## src/core/fswg_pkg.sv

```systemverilog
`default_nettype none
package fswg_pkg;
    // flash geometry, word addressed
    localparam int FSWG_ADDR_W = 16;
    localparam int FSWG_WORD_W = 16;
    localparam logic [FSWG_ADDR_W-1:0] FSWG_APP_LAST = 16'h77FF;
    localparam logic [FSWG_ADDR_W-1:0] FSWG_TBL_FIRST = 16'h7800;
    localparam logic [FSWG_ADDR_W-1:0] FSWG_TBL_LAST = 16'h7FFF;
    localparam logic [FSWG_ADDR_W-1:0] FSWG_BOOT_FIRST = 16'h8000;
    localparam logic [FSWG_ADDR_W-1:0] FSWG_BOOT_LAST = 16'h87FF;
    // lock level encodings, 2 bits per section
    localparam logic [1:0] FSWG_LOCK_NONE = 2'h3;
    localparam logic [1:0] FSWG_LOCK_NO_WRITE = 2'h2;
    localparam logic [1:0] FSWG_LOCK_NO_READ = 2'h1;
    localparam logic [1:0] FSWG_LOCK_ALL = 2'h0;
    localparam logic [5:0] FSWG_LOCK_RST = 6'h3F;

    typedef enum logic [2:0] {
        FSWG_SEC_APP = 3'h1,
        FSWG_SEC_TBL = 3'h2,
        FSWG_SEC_BOOT = 3'h4
    } fswg_sec_e;

    typedef struct packed {
        logic valid;
        logic write;
        logic [FSWG_ADDR_W-1:0] addr;
        logic [FSWG_WORD_W-1:0] wdata;
    } fswg_req_s;

    typedef struct packed {
        logic [1:0] boot;
        logic [1:0] tbl;
        logic [1:0] app;
    } fswg_lock_s;
endpackage
`default_nettype wire

```

## src/core/fswg_guard.sv

```systemverilog
`default_nettype none
// Operation
// - flash holds 16-bit words; an instruction spans one or two words.
// - program stores start only when fetched from the boot section.
// - application and boot sections have independent lock bits.
// - application table has its own lock, separate from application.
// - map 0-77FF application, 7800-7FFF table, 8000-87FF boot.
// - table region is the same size as the boot section.
// - application protection comes from its own boot lock bits.
// - permitted stores may target any flash address, boot included.
// - boot protection comes from the boot loader lock bits.
// - external programmer and software both read and write flash.
// - fetch from the table region is allowed.
// - fetch from the boot section is allowed.
module fswg_guard
    import fswg_pkg::*;
(
    input wire logic clk,
    input wire logic rst_n,
    input wire fswg_lock_s lock_bits,
    input wire logic lock_load,
    input wire logic [FSWG_ADDR_W-1:0] fetch_pc,
    input wire logic fetch_valid,
    input wire fswg_req_s cpu_req,
    input wire fswg_req_s prog_req,
    output logic fetch_ok,
    output fswg_req_s flash_req,
    output logic cpu_refused,
    output logic prog_refused,
    output logic [1:0] cur_lock_app,
    output logic [1:0] cur_lock_tbl,
    output logic [1:0] cur_lock_boot
);
    logic rst_s1_q;
    logic rst_s2_q;
    logic rst_l_n;
    fswg_lock_s lock_q;
    fswg_req_s out_q;
    logic cpu_ref_q;
    logic prog_ref_q;

    function automatic fswg_sec_e sec_of(input logic [FSWG_ADDR_W-1:0] a);
        if (a <= FSWG_APP_LAST) begin
            sec_of = FSWG_SEC_APP;
        end else if (a <= FSWG_TBL_LAST) begin
            sec_of = FSWG_SEC_TBL;
        end else begin
            sec_of = FSWG_SEC_BOOT;
        end
    endfunction

    function automatic logic [1:0] lock_of(input fswg_sec_e s, input fswg_lock_s l);
        unique case (s)
            FSWG_SEC_APP: lock_of = l.app;
            FSWG_SEC_TBL: lock_of = l.tbl;
            FSWG_SEC_BOOT: lock_of = l.boot;
            default: lock_of = FSWG_LOCK_ALL;
        endcase
    endfunction

    function automatic logic in_flash(input logic [FSWG_ADDR_W-1:0] a);
        in_flash = a <= FSWG_BOOT_LAST;
    endfunction

    always_ff @(posedge clk or negedge rst_n) begin
        if (!rst_n) begin
            rst_s1_q <= 1'b0;
            rst_s2_q <= 1'b0;
        end else begin
            rst_s1_q <= 1'b1;
            rst_s2_q <= rst_s1_q;
        end
    end
    assign rst_l_n = rst_s2_q;

    // lock bits only tighten once loaded; a loose value cannot reopen
    always_ff @(posedge clk or negedge rst_l_n) begin
        if (!rst_l_n) begin
            lock_q <= FSWG_LOCK_RST;
        end else if (lock_load) begin
            lock_q.app <= lock_q.app & lock_bits.app;
            lock_q.tbl <= lock_q.tbl & lock_bits.tbl;
            lock_q.boot <= lock_q.boot & lock_bits.boot;
        end
    end

    wire [1:0] cpu_lock = lock_of(sec_of(cpu_req.addr), lock_q);
    wire [1:0] prog_lock = lock_of(sec_of(prog_req.addr), lock_q);
    wire from_boot = fetch_valid && in_flash(fetch_pc) && sec_of(fetch_pc) == FSWG_SEC_BOOT;
    wire cpu_lock_ok = cpu_req.write ? cpu_lock[1] : cpu_lock[0];
    // programmer bypasses section locks except all-locked, flash range only
    wire prog_lock_ok = prog_lock != FSWG_LOCK_ALL;
    wire cpu_ok = cpu_req.valid && in_flash(cpu_req.addr) && cpu_lock_ok
        && (!cpu_req.write || from_boot);
    wire prog_ok = prog_req.valid && in_flash(prog_req.addr) && prog_lock_ok;
    // programmer wins when both request at once
    wire cpu_take = cpu_ok && !prog_req.valid;
    wire cpu_bad = cpu_req.valid && !cpu_take;
    wire prog_bad = prog_req.valid && !prog_ok;

    always_comb begin
        fetch_ok = fetch_valid && in_flash(fetch_pc);
    end

    always_ff @(posedge clk or negedge rst_l_n) begin
        if (!rst_l_n) begin
            out_q <= '0;
            cpu_ref_q <= 1'b0;
            prog_ref_q <= 1'b0;
        end else begin
            out_q <= prog_ok ? prog_req : (cpu_take ? cpu_req : '0);
            cpu_ref_q <= cpu_bad;
            prog_ref_q <= prog_bad;
        end
    end

    assign flash_req = out_q;
    assign cpu_refused = cpu_ref_q;
    assign prog_refused = prog_ref_q;
    assign cur_lock_app = lock_q.app;
    assign cur_lock_tbl = lock_q.tbl;
    assign cur_lock_boot = lock_q.boot;

    localparam logic [FSWG_ADDR_W-1:0] TBL_SIZE = FSWG_TBL_LAST - FSWG_TBL_FIRST;
    localparam logic [FSWG_ADDR_W-1:0] BOOT_SIZE = FSWG_BOOT_LAST - FSWG_BOOT_FIRST;
endmodule // fswg_guard
`default_nettype wire

```

## config.mk

```make
export PLATFORM = sky130hd
export DESIGN_NAME = fswg_guard
export DESIGN_NICKNAME = d
export VERILOG_FILES = /design/src/core/fswg_pkg.sv /design/src/core/fswg_guard.sv
export SDC_FILE = /design/constraint.sdc
export NUM_CORES = 1
export LEC_CHECK = 0
export BUFFER_PORTS_ARGS = -buffer_cell sky130_fd_sc_hd__buf_2
export CORE_MARGIN = 5
export CORE_UTILIZATION = 43
export DETAILED_ROUTE_END_ITERATION = 7
export PLACE_DENSITY_LB_ADDON = 0.15
export SLEW_MARGIN = 20
export SYNTH_ARGS = -nofsm -noshare
export SYNTH_HDL_FRONTEND = slang
export SYNTH_SLANG_ARGS = --single-unit
```

## constraint.sdc

```tcl
create_clock -name clk -period 1.5 [get_ports clk]
set_clock_uncertainty 0.05 [all_clocks]
set_input_delay 0.3 -clock clk [delete_from_list [all_inputs] [get_ports clk]]
set_output_delay 0.3 -clock clk [all_outputs]
set_load 0.1 [all_outputs]
```

---- Yosys cells after proc, flatten, opt, wreduce, memory -nomap -nowiden ----
Cells that the tools add are included.
storage, ports and cells
  bits in registers ....................... 44
  input bits .............................. 94
  output and inout port bits .............. 43
cells by class
  order comparisons ....................... 9
  equality and inequality tests ........... 7
  mux-type cells .......................... 11
  bitwise logic cells ..................... 3
  reduce and logical (&&, ||, !) cells .... 16
operator list
  kind                    count
  $le A16 B15 Y1 const B  6
  $mux W34                2
  $le A16 B16 Y1 const B  3
  $mux W3                 6
  $pmux W2 S3             2
  $logic_and A1 B1 Y1     10
  $eq A3 B3 Y1 const B    3
  $and A2 B2 Y2           3
  $eq A3 B1 Y1 const B    2
  $eq A3 B2 Y1 const B    2
  $logic_not A1 Y1        4
  $reduce_bool A2 Y1      1
  $logic_or A1 B1 Y1      1
  $mux W1                 1

---- Depth between registers and ports, before layout ----
Gate-level depths: netlist of run 1.
  depth in word-level cells ............... 11
  depth in mapped cells ................... 6

---- Worst setup path after synthesis of run 1 ----
OpenSTA, ideal clock, no wires.
  path type ............................... register to register
  start ................................... register lock_q, in the netlist cur_lock_boot[1]
  end ..................................... register out_q, in the netlist flash_req[0]
  data arrival time ....................... 1930 ps
  data required time ...................... 1355 ps
  path slack .............................. -575 ps
  cell stages (with the launch flop) ...... 6
  path buffers ............................ 1
  period minus slack after synthesis ...... 2075 ps
  cell sequence ........................... dfstp_2 mux2i_1 mux2i_2 a41oi_4 buf_4 o32ai_2
on the way
  cells in the longest elaborated chain, start to end .. 7
  elaborated cells between the ends (all ways) .. 10
  classes of those cells .................. 5 x mux; 5 x reduce/logical
ends and longest elaborated chain
  item                  line               RTL
  start, declared       fswg_guard.sv:37   fswg_lock_s lock_q;
  $pmux W2 S3           fswg_guard.sv:53   unique case (s)
  $mux W1               fswg_guard.sv:90   wire cpu_lock_ok = cpu_req.write ? cpu_lock[1] : cpu_lock[0];
  $logic_and A1 B1 Y1   fswg_guard.sv:93   wire cpu_ok = cpu_req.valid && in_flash(cpu_req.addr) && cpu_lock_ok
  $logic_and A1 B1 Y1   fswg_guard.sv:94   && (!cpu_req.write || from_boot);
  $logic_and A1 B1 Y1   fswg_guard.sv:97   wire cpu_take = cpu_ok && !prog_req.valid;
  $mux W34              fswg_guard.sv:111  out_q <= prog_ok ? prog_req : (cpu_take ? cpu_req : '0);
  $mux W34 *            fswg_guard.sv:111
  end signal, assigned  fswg_guard.sv:111
  end, declared         fswg_guard.sv:38   fswg_req_s out_q;
Mark *: on every way between the ends. The rest lies on a longest branch, timed or not.
A chain may end at the register's enable or synchronous reset.

---- Worst setup path after layout of run 1 ----
  start ................................... register lock_q, in the netlist cur_lock_boot[1]
  end ..................................... register out_q, in the netlist flash_req[5]
The elaborated chain is that of the path after synthesis.

==> summary.txt, run 1 <==
Synthesis
  • Sequential share of the synthesized area: 48.2%
  • Synthesized netlist cell count: 196
  • Leading cell types by total area after synthesis: dfrtp_1, o32ai_2, dfstp_2
  • Netlist cell types: 33
  • Synth Flop Type: dfrtp_1
  • Top cell type's share of synthesized area: 41.4%
  • Cell area after synthesis: 2300 um^2
  • Most common cell in the synthesized netlist: inv_1
  • Number of nets in the synthesized netlist: 290
  • Library cell with the largest summed area after synthesis: dfrtp_1
  • Most numerous cell types in the synthesized netlist: inv_1, dfrtp_1, o32ai_2
  • Synthesis Warnings: 0
  • Post-synthesis register bit count: 44
  • Avg Cell Area, Syn: 11.7 um^2
  • EDFF count, synth: 0
  • Proportion of synthesized flip-flops having asynchronous set or reset: 100%

STA
  • Final Hold Viols: 0
  • Final Slew Violations: 0
  • Fin crit period: 1.74 ns
  • Peak clock frequency supported by timing: 575 MHz
  • # setup viols final: 41
  • Share of the clock period used by the worst path: 116%
  • Worst hold margin: 0.132 ns
  • Final worst slack: -0.238 ns
  • RSZ-0062 raised after global routing: true
  • Setup TNS Final: -7.85 ns

Route
  • DRT Wirelength: 6170 um
  • Average wire per cell in the routed design: 14.6 um
  • Count of vias placed by the detailed router: 2001
  • Detailed Route Iter0 Violations: 35
  • Remaining antenna violation count after routing: 0
  • Detail-routed via count per cell: 4.75
  • Detailed-router iteration count before antenna repair: 4
  • DRC violations left: 0

Power
  • Leak Pwr: 1.82 nW
  • VDD IR max: 0.430 mV
  • Areal power density over the cells: 751 nW/um^2

Floorplan
  • Die footprint: 6910 um^2
  • Die W: 83.1 um
  • Std cell rows: 26
  • Floorplan die height: 83.1 um
  • Number of top-level pins: 137
  • Area inside the core boundary: 5140 um^2
  • Initial core utilization: 44.7%

CTS
  • Clock root buffer: clkbuf_8
  • Max H-tree Level: 2
  • TritonCTS Buffers: 5
  • Num Clock Sinks: 44
  • Clock tree from TritonCTS: built
  • Reg clk slew, reported paths: 0.09 ns
  • Max Buffers Root-to-Sink: 2
  • Clock latency reported for the late side of the worst-skew pair: 0.29 ns

Worst setup path
  • CP Max Fanout: 12
  • Kind of end point of the critical path: flop
  • Worst EP arrival: 1.88 ns
  • Library cell contributing the largest single delay on the critical path: dfstp_4
  • CP Launch Type: flop
  • Worst Setup Path Type: reg -> reg
  • Crit path required time: 1.65 ns
  • Library cell appearing most often on the critical path: mux2i_2
  • Longest individual stage delay on the worst path: 0.65 ns
  • CP Cell Sequence: mux2i_2, mux2i_2, a41oi_4, buf_8, o32ai_2
  • Depth of the worst register-to-register path: 5

Global routing
  • Maximum number of pins on one net before global-route repair: 29
  • Overflow left after global routing: 0
  • Vias in the first global route: 2197
  • First-pass GRT wire length: 10400 um
  • Initial antenna violation count: 0
  • All-layer global routing usage: 17.9%

Outcome
  • Run status: complete, but fails checks
  • Violated checks: setup timing

Layout
  • Total area of multi-input combinational cells: 1060 um^2
  • Share of layout cells above drive strength 1: 65.5%
  • Final cell count without fillers: 421
  • Diodes inserted: 0
  • Area growth from synthesis to layout: 56.7%
  • Final layout net count: 444
  • Utilization after layout: 70.1%
  • Filler instances: 407
  • Register cell area after layout: 1130 um^2

Placed design
  • Pre-CTS setup slack: -0.385 ns
  • Total placed cells including tap cells: 410
  • Placed wire-length estimate after detailed placement: 4850 um
  • Number of I/O port buffers: 125
  • Weighted congestion reported at the end of routability-driven placement: 0.812

Job
  • Max_cap viols: 0

Worst hold path
  • Class of the tightest hold or removal check: reg -> async
[layout make-up]
class	count	area share [%]
sequential	44	31.3
multi-input combinational	97	29.5
tap	70	2.43
clock inverter	3	0.521
inverter	42	4.38
timing repair buffer	160	29.9
clock buffer	5	1.91
[state kept, by name, indices dropped and copies added, names as in the netlist]
| register | flops |
|---|---|
| cpu_refused | 1 |
| rst_s1_q | 1 |
| flash_req | 34 |
| cur_lock_app | 2 |
| prog_refused | 1 |
| cur_lock_boot | 2 |
| rst_l_n | 1 |
| cur_lock_tbl | 2 |
[cells in the final DEF, fill, tap and decap left out, types with 2 or more instances in the layout]
cell / n
nand3_1: 2
mux2i_2: 3
clkbuf_8: 5
nand2_2: 10
inv_1: 42
nand2_1: 23
a21boi_0: 6
dfstp_4: 5
buf_12: 10
buf_2: 117
o32ai_2: 30
o32ai_4: 2
nand4_1: 2
dfrtp_1: 37
clkinv_2: 2
buf_4: 22
buf_6: 9
o31a_1: 2
[per-stage QoR]
step	power [mW]	instance area, um^2
floorplan	1.73	2360
global placement	1.98	3350
detailed placement	1.98	3350
CTS	2.73	3540
global route	2.83	3600
finish	2.70	3600
[power breakdown]
part | leakage [nW] | switching (mW) | total (mW) | internal, mW
registers | 0.579 | 0.0174 | 1.24 | 1.22
clock network | 0.0479 | 0.390 | 0.715 | 0.325
logic | 1.19 | 0.506 | 0.750 | 0.244
total | 1.82 | 0.914 | 2.70 | 1.79
[critical path, delay by kind of cell (launching register included)]
kind            cells  cell delay (ns)
compound gates      2             0.43
buf+inv             1             0.22
flops               1             0.65
mux                 2             0.30
[final timing paths]
path	end	slack, ns	start
hold / removal	flash_req[24]	0.13	rst_l_n
max in group asynchronous	cur_lock_app[0]	0.72	rst_l_n
hold reg to reg	flash_req[24]	0.13	rst_l_n
min in group clk	cur_lock_boot[0]	0.16	lock_bits[4]
setup reg to reg	flash_req[5]	-0.24	cur_lock_boot[1]
setup / recovery	flash_req[5]	-0.24	cur_lock_boot[1]
[timing repair]
action / CTS / global route
hold buffers: 1 / 0
buffers inserted: 2 / 0
endpoints found under the setup margin: 41 / 43
endpoints found under the hold margin: 2 / 0
cloned: 0 / 1
pin swaps: 3 / 3
gates resized for setup: 17 / 8
[per-layer routing]
metal	routed length (um)	share of wire (%)	track usage, %	up-vias
met4	80	1.3	3.71	0
met3	470	7.6	5.54	9
li1	-	-	-	983
met5	0	0	0	-
met2	3170	51	31.3	73
met1	2450	40	21.5	936
[logic make-up (layout without fill, tap and decap cells)]
group / count (synthesis) / count (layout) / synth area share [%]
flip-flops: 44 / 44 / 48.2
multiplexers: 3 / 3 / 1.47
buffers and inverters: 55 / 210 / 11.2
AO/OA/AOI/OAI: 49 / 49 / 28.9
AND/OR/NAND/NOR: 44 / 44 / 10.1
other: 1 / 1 / 0.163
Power figures use the tool's default switching activity.
==> run 2: changes to the inputs <==
--- a/config.mk
+++ b/config.mk
@@ -5,9 +5,10 @@
 export SDC_FILE = /design/constraint.sdc
 export NUM_CORES = 1
 export LEC_CHECK = 0
+export ABC_AREA = 1
 export BUFFER_PORTS_ARGS = -buffer_cell sky130_fd_sc_hd__buf_2
 export CORE_MARGIN = 5
-export CORE_UTILIZATION = 43
+export CORE_UTILIZATION = 41
 export DETAILED_ROUTE_END_ITERATION = 7
 export PLACE_DENSITY_LB_ADDON = 0.15
 export SLEW_MARGIN = 20
==> summary.txt, run 2 <==
Outcome
  • Run status: complete, but fails checks
  • Violated checks: setup timing

Power
  • Design internal power: 1.81 mW
  • VDD IR max: 0.435 mV
  • Net switching power figure: 0.847 mW
  • Overall power: 2.66 mW
  • Relative contribution of sequential cells to total power: 46.5%
  • Areal power density over the cells: 828 nW/um^2
  • Clock share of power: 31.0%
  • Fraction of power consumed by combinational cells: 22.5%
  • Leak Pwr: 1.82 nW
  • Switching power share of the total: 31.9%

CTS
  • TritonCTS Buffers: 5
  • Clock root buffer: clkbuf_8
  • Num Clock Sinks: 44
  • Max Buffers Root-to-Sink: 2
  • Max H-tree Level: 2
  • Clock tree from TritonCTS: built
  • Clock latency reported for the late side of the worst-skew pair: 0.29 ns
  • Reg clk slew, reported paths: 0.08 ns

Layout
  • Final cell count without fillers: 435
  • Flip-flop count of the largest register, all copies and words added: 34
  • Final layout net count: 462
  • Commonest non-fill, non-tap cell in the layout: buf_2
  • Commonest non-fill, non-tap cells in the layout: buf_2, nand2_1, dfrtp_1, nand3_1
  • Share of layout cells above drive strength 1: 54.1%
  • Area growth from synthesis to layout: 59.4%
  • Diodes inserted: 0

Worst setup path
  • Longest individual stage delay on the worst path: 0.64 ns
  • Register-to-register path setup slack: -0.09 ns
  • Kind of end point of the critical path: flop
  • Library cell contributing the largest single delay on the critical path: dfstp_4
  • Number of buffer and inverter stages on the critical path: 2
  • CP Max Fanout: 18
  • CP Cell Sequence: inv_4, nand2_2, nand3_2, nand2_2, nand3_2, nor2_4, buf_12, nor2_1, nand3_1, nand2_1
  • Worst EP arrival: 1.73 ns
  • Gate family responsible for the most delay along the worst path: flip-flops
  • CP Launch Type: flop
  • Worst Setup Path Type: reg -> reg
  • Crit path required time: 1.64 ns

STA
  • Final Slew Violations: 0
  • Final worst slack: -0.0865 ns
  • Peak clock frequency supported by timing: 630 MHz
  • Final Hold Viols: 0
  • RSZ-0062 raised after global routing: true
  • # setup viols final: 28
  • Fin crit period: 1.59 ns
  • Share of the clock period used by the worst path: 106%

Global routing
  • Initial antenna violation count: 0
  • All-layer global routing usage: 18.4%
  • Overflow left after global routing: 0
  • Vias in the first global route: 1972
  • Maximum number of pins on one net before global-route repair: 30
  • First-pass GRT wire length: 9030 um

Synthesis
  • EDFF count, synth: 0
  • Cell area after synthesis: 2010 um^2
  • Most common cell in the synthesized netlist: nand2_1
  • Synthesis Warnings: 0
  • Leading cell types by total area after synthesis: dfrtp_1, nand2_1, dfstp_2
  • Synthesized netlist cell count: 222
  • Proportion of synthesized flip-flops having asynchronous set or reset: 100%
  • Post-synthesis register bit count: 44
  • Netlist cell types: 21
  • Synth Flop Type: dfrtp_1
  • Top cell type's share of synthesized area: 47.2%
  • Sequential share of the synthesized area: 55.1%
  • Most numerous cell types in the synthesized netlist: nand2_1, dfrtp_1, nand3_1
  • Library cell with the largest summed area after synthesis: dfrtp_1
  • Avg Cell Area, Syn: 9.07 um^2
  • Number of nets in the synthesized netlist: 316

Floorplan
  • Area inside the core boundary: 4750 um^2
  • Floorplan die height: 80.1 um
  • Die W: 80.1 um
  • Initial core utilization: 42.3%
  • Die footprint: 6410 um^2
  • Std cell rows: 25
  • Number of top-level pins: 137

Placed design
  • Number of I/O port buffers: 125
  • Placed wire-length estimate after detailed placement: 4340 um
  • Total placed cells including tap cells: 425
  • Weighted congestion reported at the end of routability-driven placement: 0.767

Route
  • DRT Wirelength: 5740 um
  • Detailed-router iteration count before antenna repair: 4
  • Average wire per cell in the routed design: 13.2 um
  • DRC violations left: 0
  • Detailed Route Iter0 Violations: 91
  • Detail-routed via count per cell: 4.53
  • Count of vias placed by the detailed router: 1972
  • Remaining antenna violation count after routing: 0

Worst hold path
  • Class of the tightest hold or removal check: reg -> async

Job
  • Max_cap viols: 0
[run 2: cell count changes after synthesis, moves of 4 or more]
cell and change:
a21oi_1 +5, buf_2 -4, inv_1 -23, nand2_1 +53
nand2_2 -8, nand3_1 +25, nand3_2 +13, nor2_1 +10
o32ai_2 -29
[run 2: power groups by stage]
| stage | clock network [mW] | registers [mW] | logic [mW] |
|---|---|---|---|
| 6_report | 0.823 | 1.24 | 0.599 |
| 5_1_grt | 0.906 | 1.24 | 0.639 |
| 4_1_cts | 0.844 | 1.24 | 0.589 |
| 3_5_place_dp | 0 | 1.26 | 0.586 |
| 3_3_place_gp | 0 | 1.26 | 0.582 |
| 2_1_floorplan | 0 | 1.52 | 0.116 |
[run 2: worst register-to-register path, delay by kind of cell (launching register included)]
| kind | cells | cell delay, ns |
|---|---|---|
| buf+inv | 2 | 0.19 |
| flops | 1 | 0.64 |
| simple gates | 8 | 0.59 |
[run 2: path summary, 6_finish.rpt]
kind                                   from  cells after the start         endpoint
min reg2reg                         rst_l_n                      0     flash_req[5]
max                        cur_lock_boot[1]                     10    flash_req[15]
max reg2reg                cur_lock_boot[1]                     10    flash_req[15]
min in group clk               lock_bits[2]                      3  cur_lock_tbl[0]
min                                 rst_l_n                      0     flash_req[5]
max in group asynchronous           rst_l_n                      1  cur_lock_app[1]
[run 2: cell type report]
cell class | count | area, um^2
Clock buffer | 7 | 97.6
Fill cell | 410 | 1550
Inverter | 20 | 82.6
Multi-Input combinational cell | 149 | 805
Sequential cell | 44 | 1130
Tap cell | 67 | 83.8
Timing Repair Buffer | 148 | 1010
[run 2: routing by layer]
metal  vias up  track usage, %  share of wire, %
met4         0            5.57               1.3
met2        77            32.2                51
li1        997               -                 -
met5         -               0                 0
met3         8            5.61               7.5
met1       890            21.5                40
[run 2: repair_timing]
action / in CTS / in global routing
cloned: 0 / 1
hold buffers: 1 / 0
gates resized for setup: 4 / 18
pin swaps: 0 / 7
hold endpoints to repair: 2 / 0
setup endpoints to repair: 23 / 41
buffers inserted: 0 / 2
[run 2: cell families after synthesis]
group | Yosys count | synth area share (%)
buf+inv | 29 | 7.96
flops | 44 | 55.1
other cells | 1 | 0.186
compound gates | 11 | 3.48
simple gates | 137 | 33.3
[run 2: metrics by stage]
| stage | setup slack (ns) | setup TNS [ns] | utilization, % | cell area (um^2) | hold WS, ns |
|---|---|---|---|---|---|
| 2_1_floorplan | -0.171 | -4.32 | - | 2060 | -0.0456 |
| 3_3_place_gp | -0.0361 | -0.0361 | 63.1 | 3000 | 0.0368 |
| 3_5_place_dp | -0.0575 | -0.0691 | 63.1 | 3000 | 0.0413 |
| 4_1_cts | -0.0681 | -0.503 | 65.5 | 3110 | 0.130 |
| 5_1_grt | -0.181 | -3.74 | 67.5 | 3210 | 0.132 |
| 6_report | -0.0865 | -0.720 | 67.5 | 3210 | 0.121 |
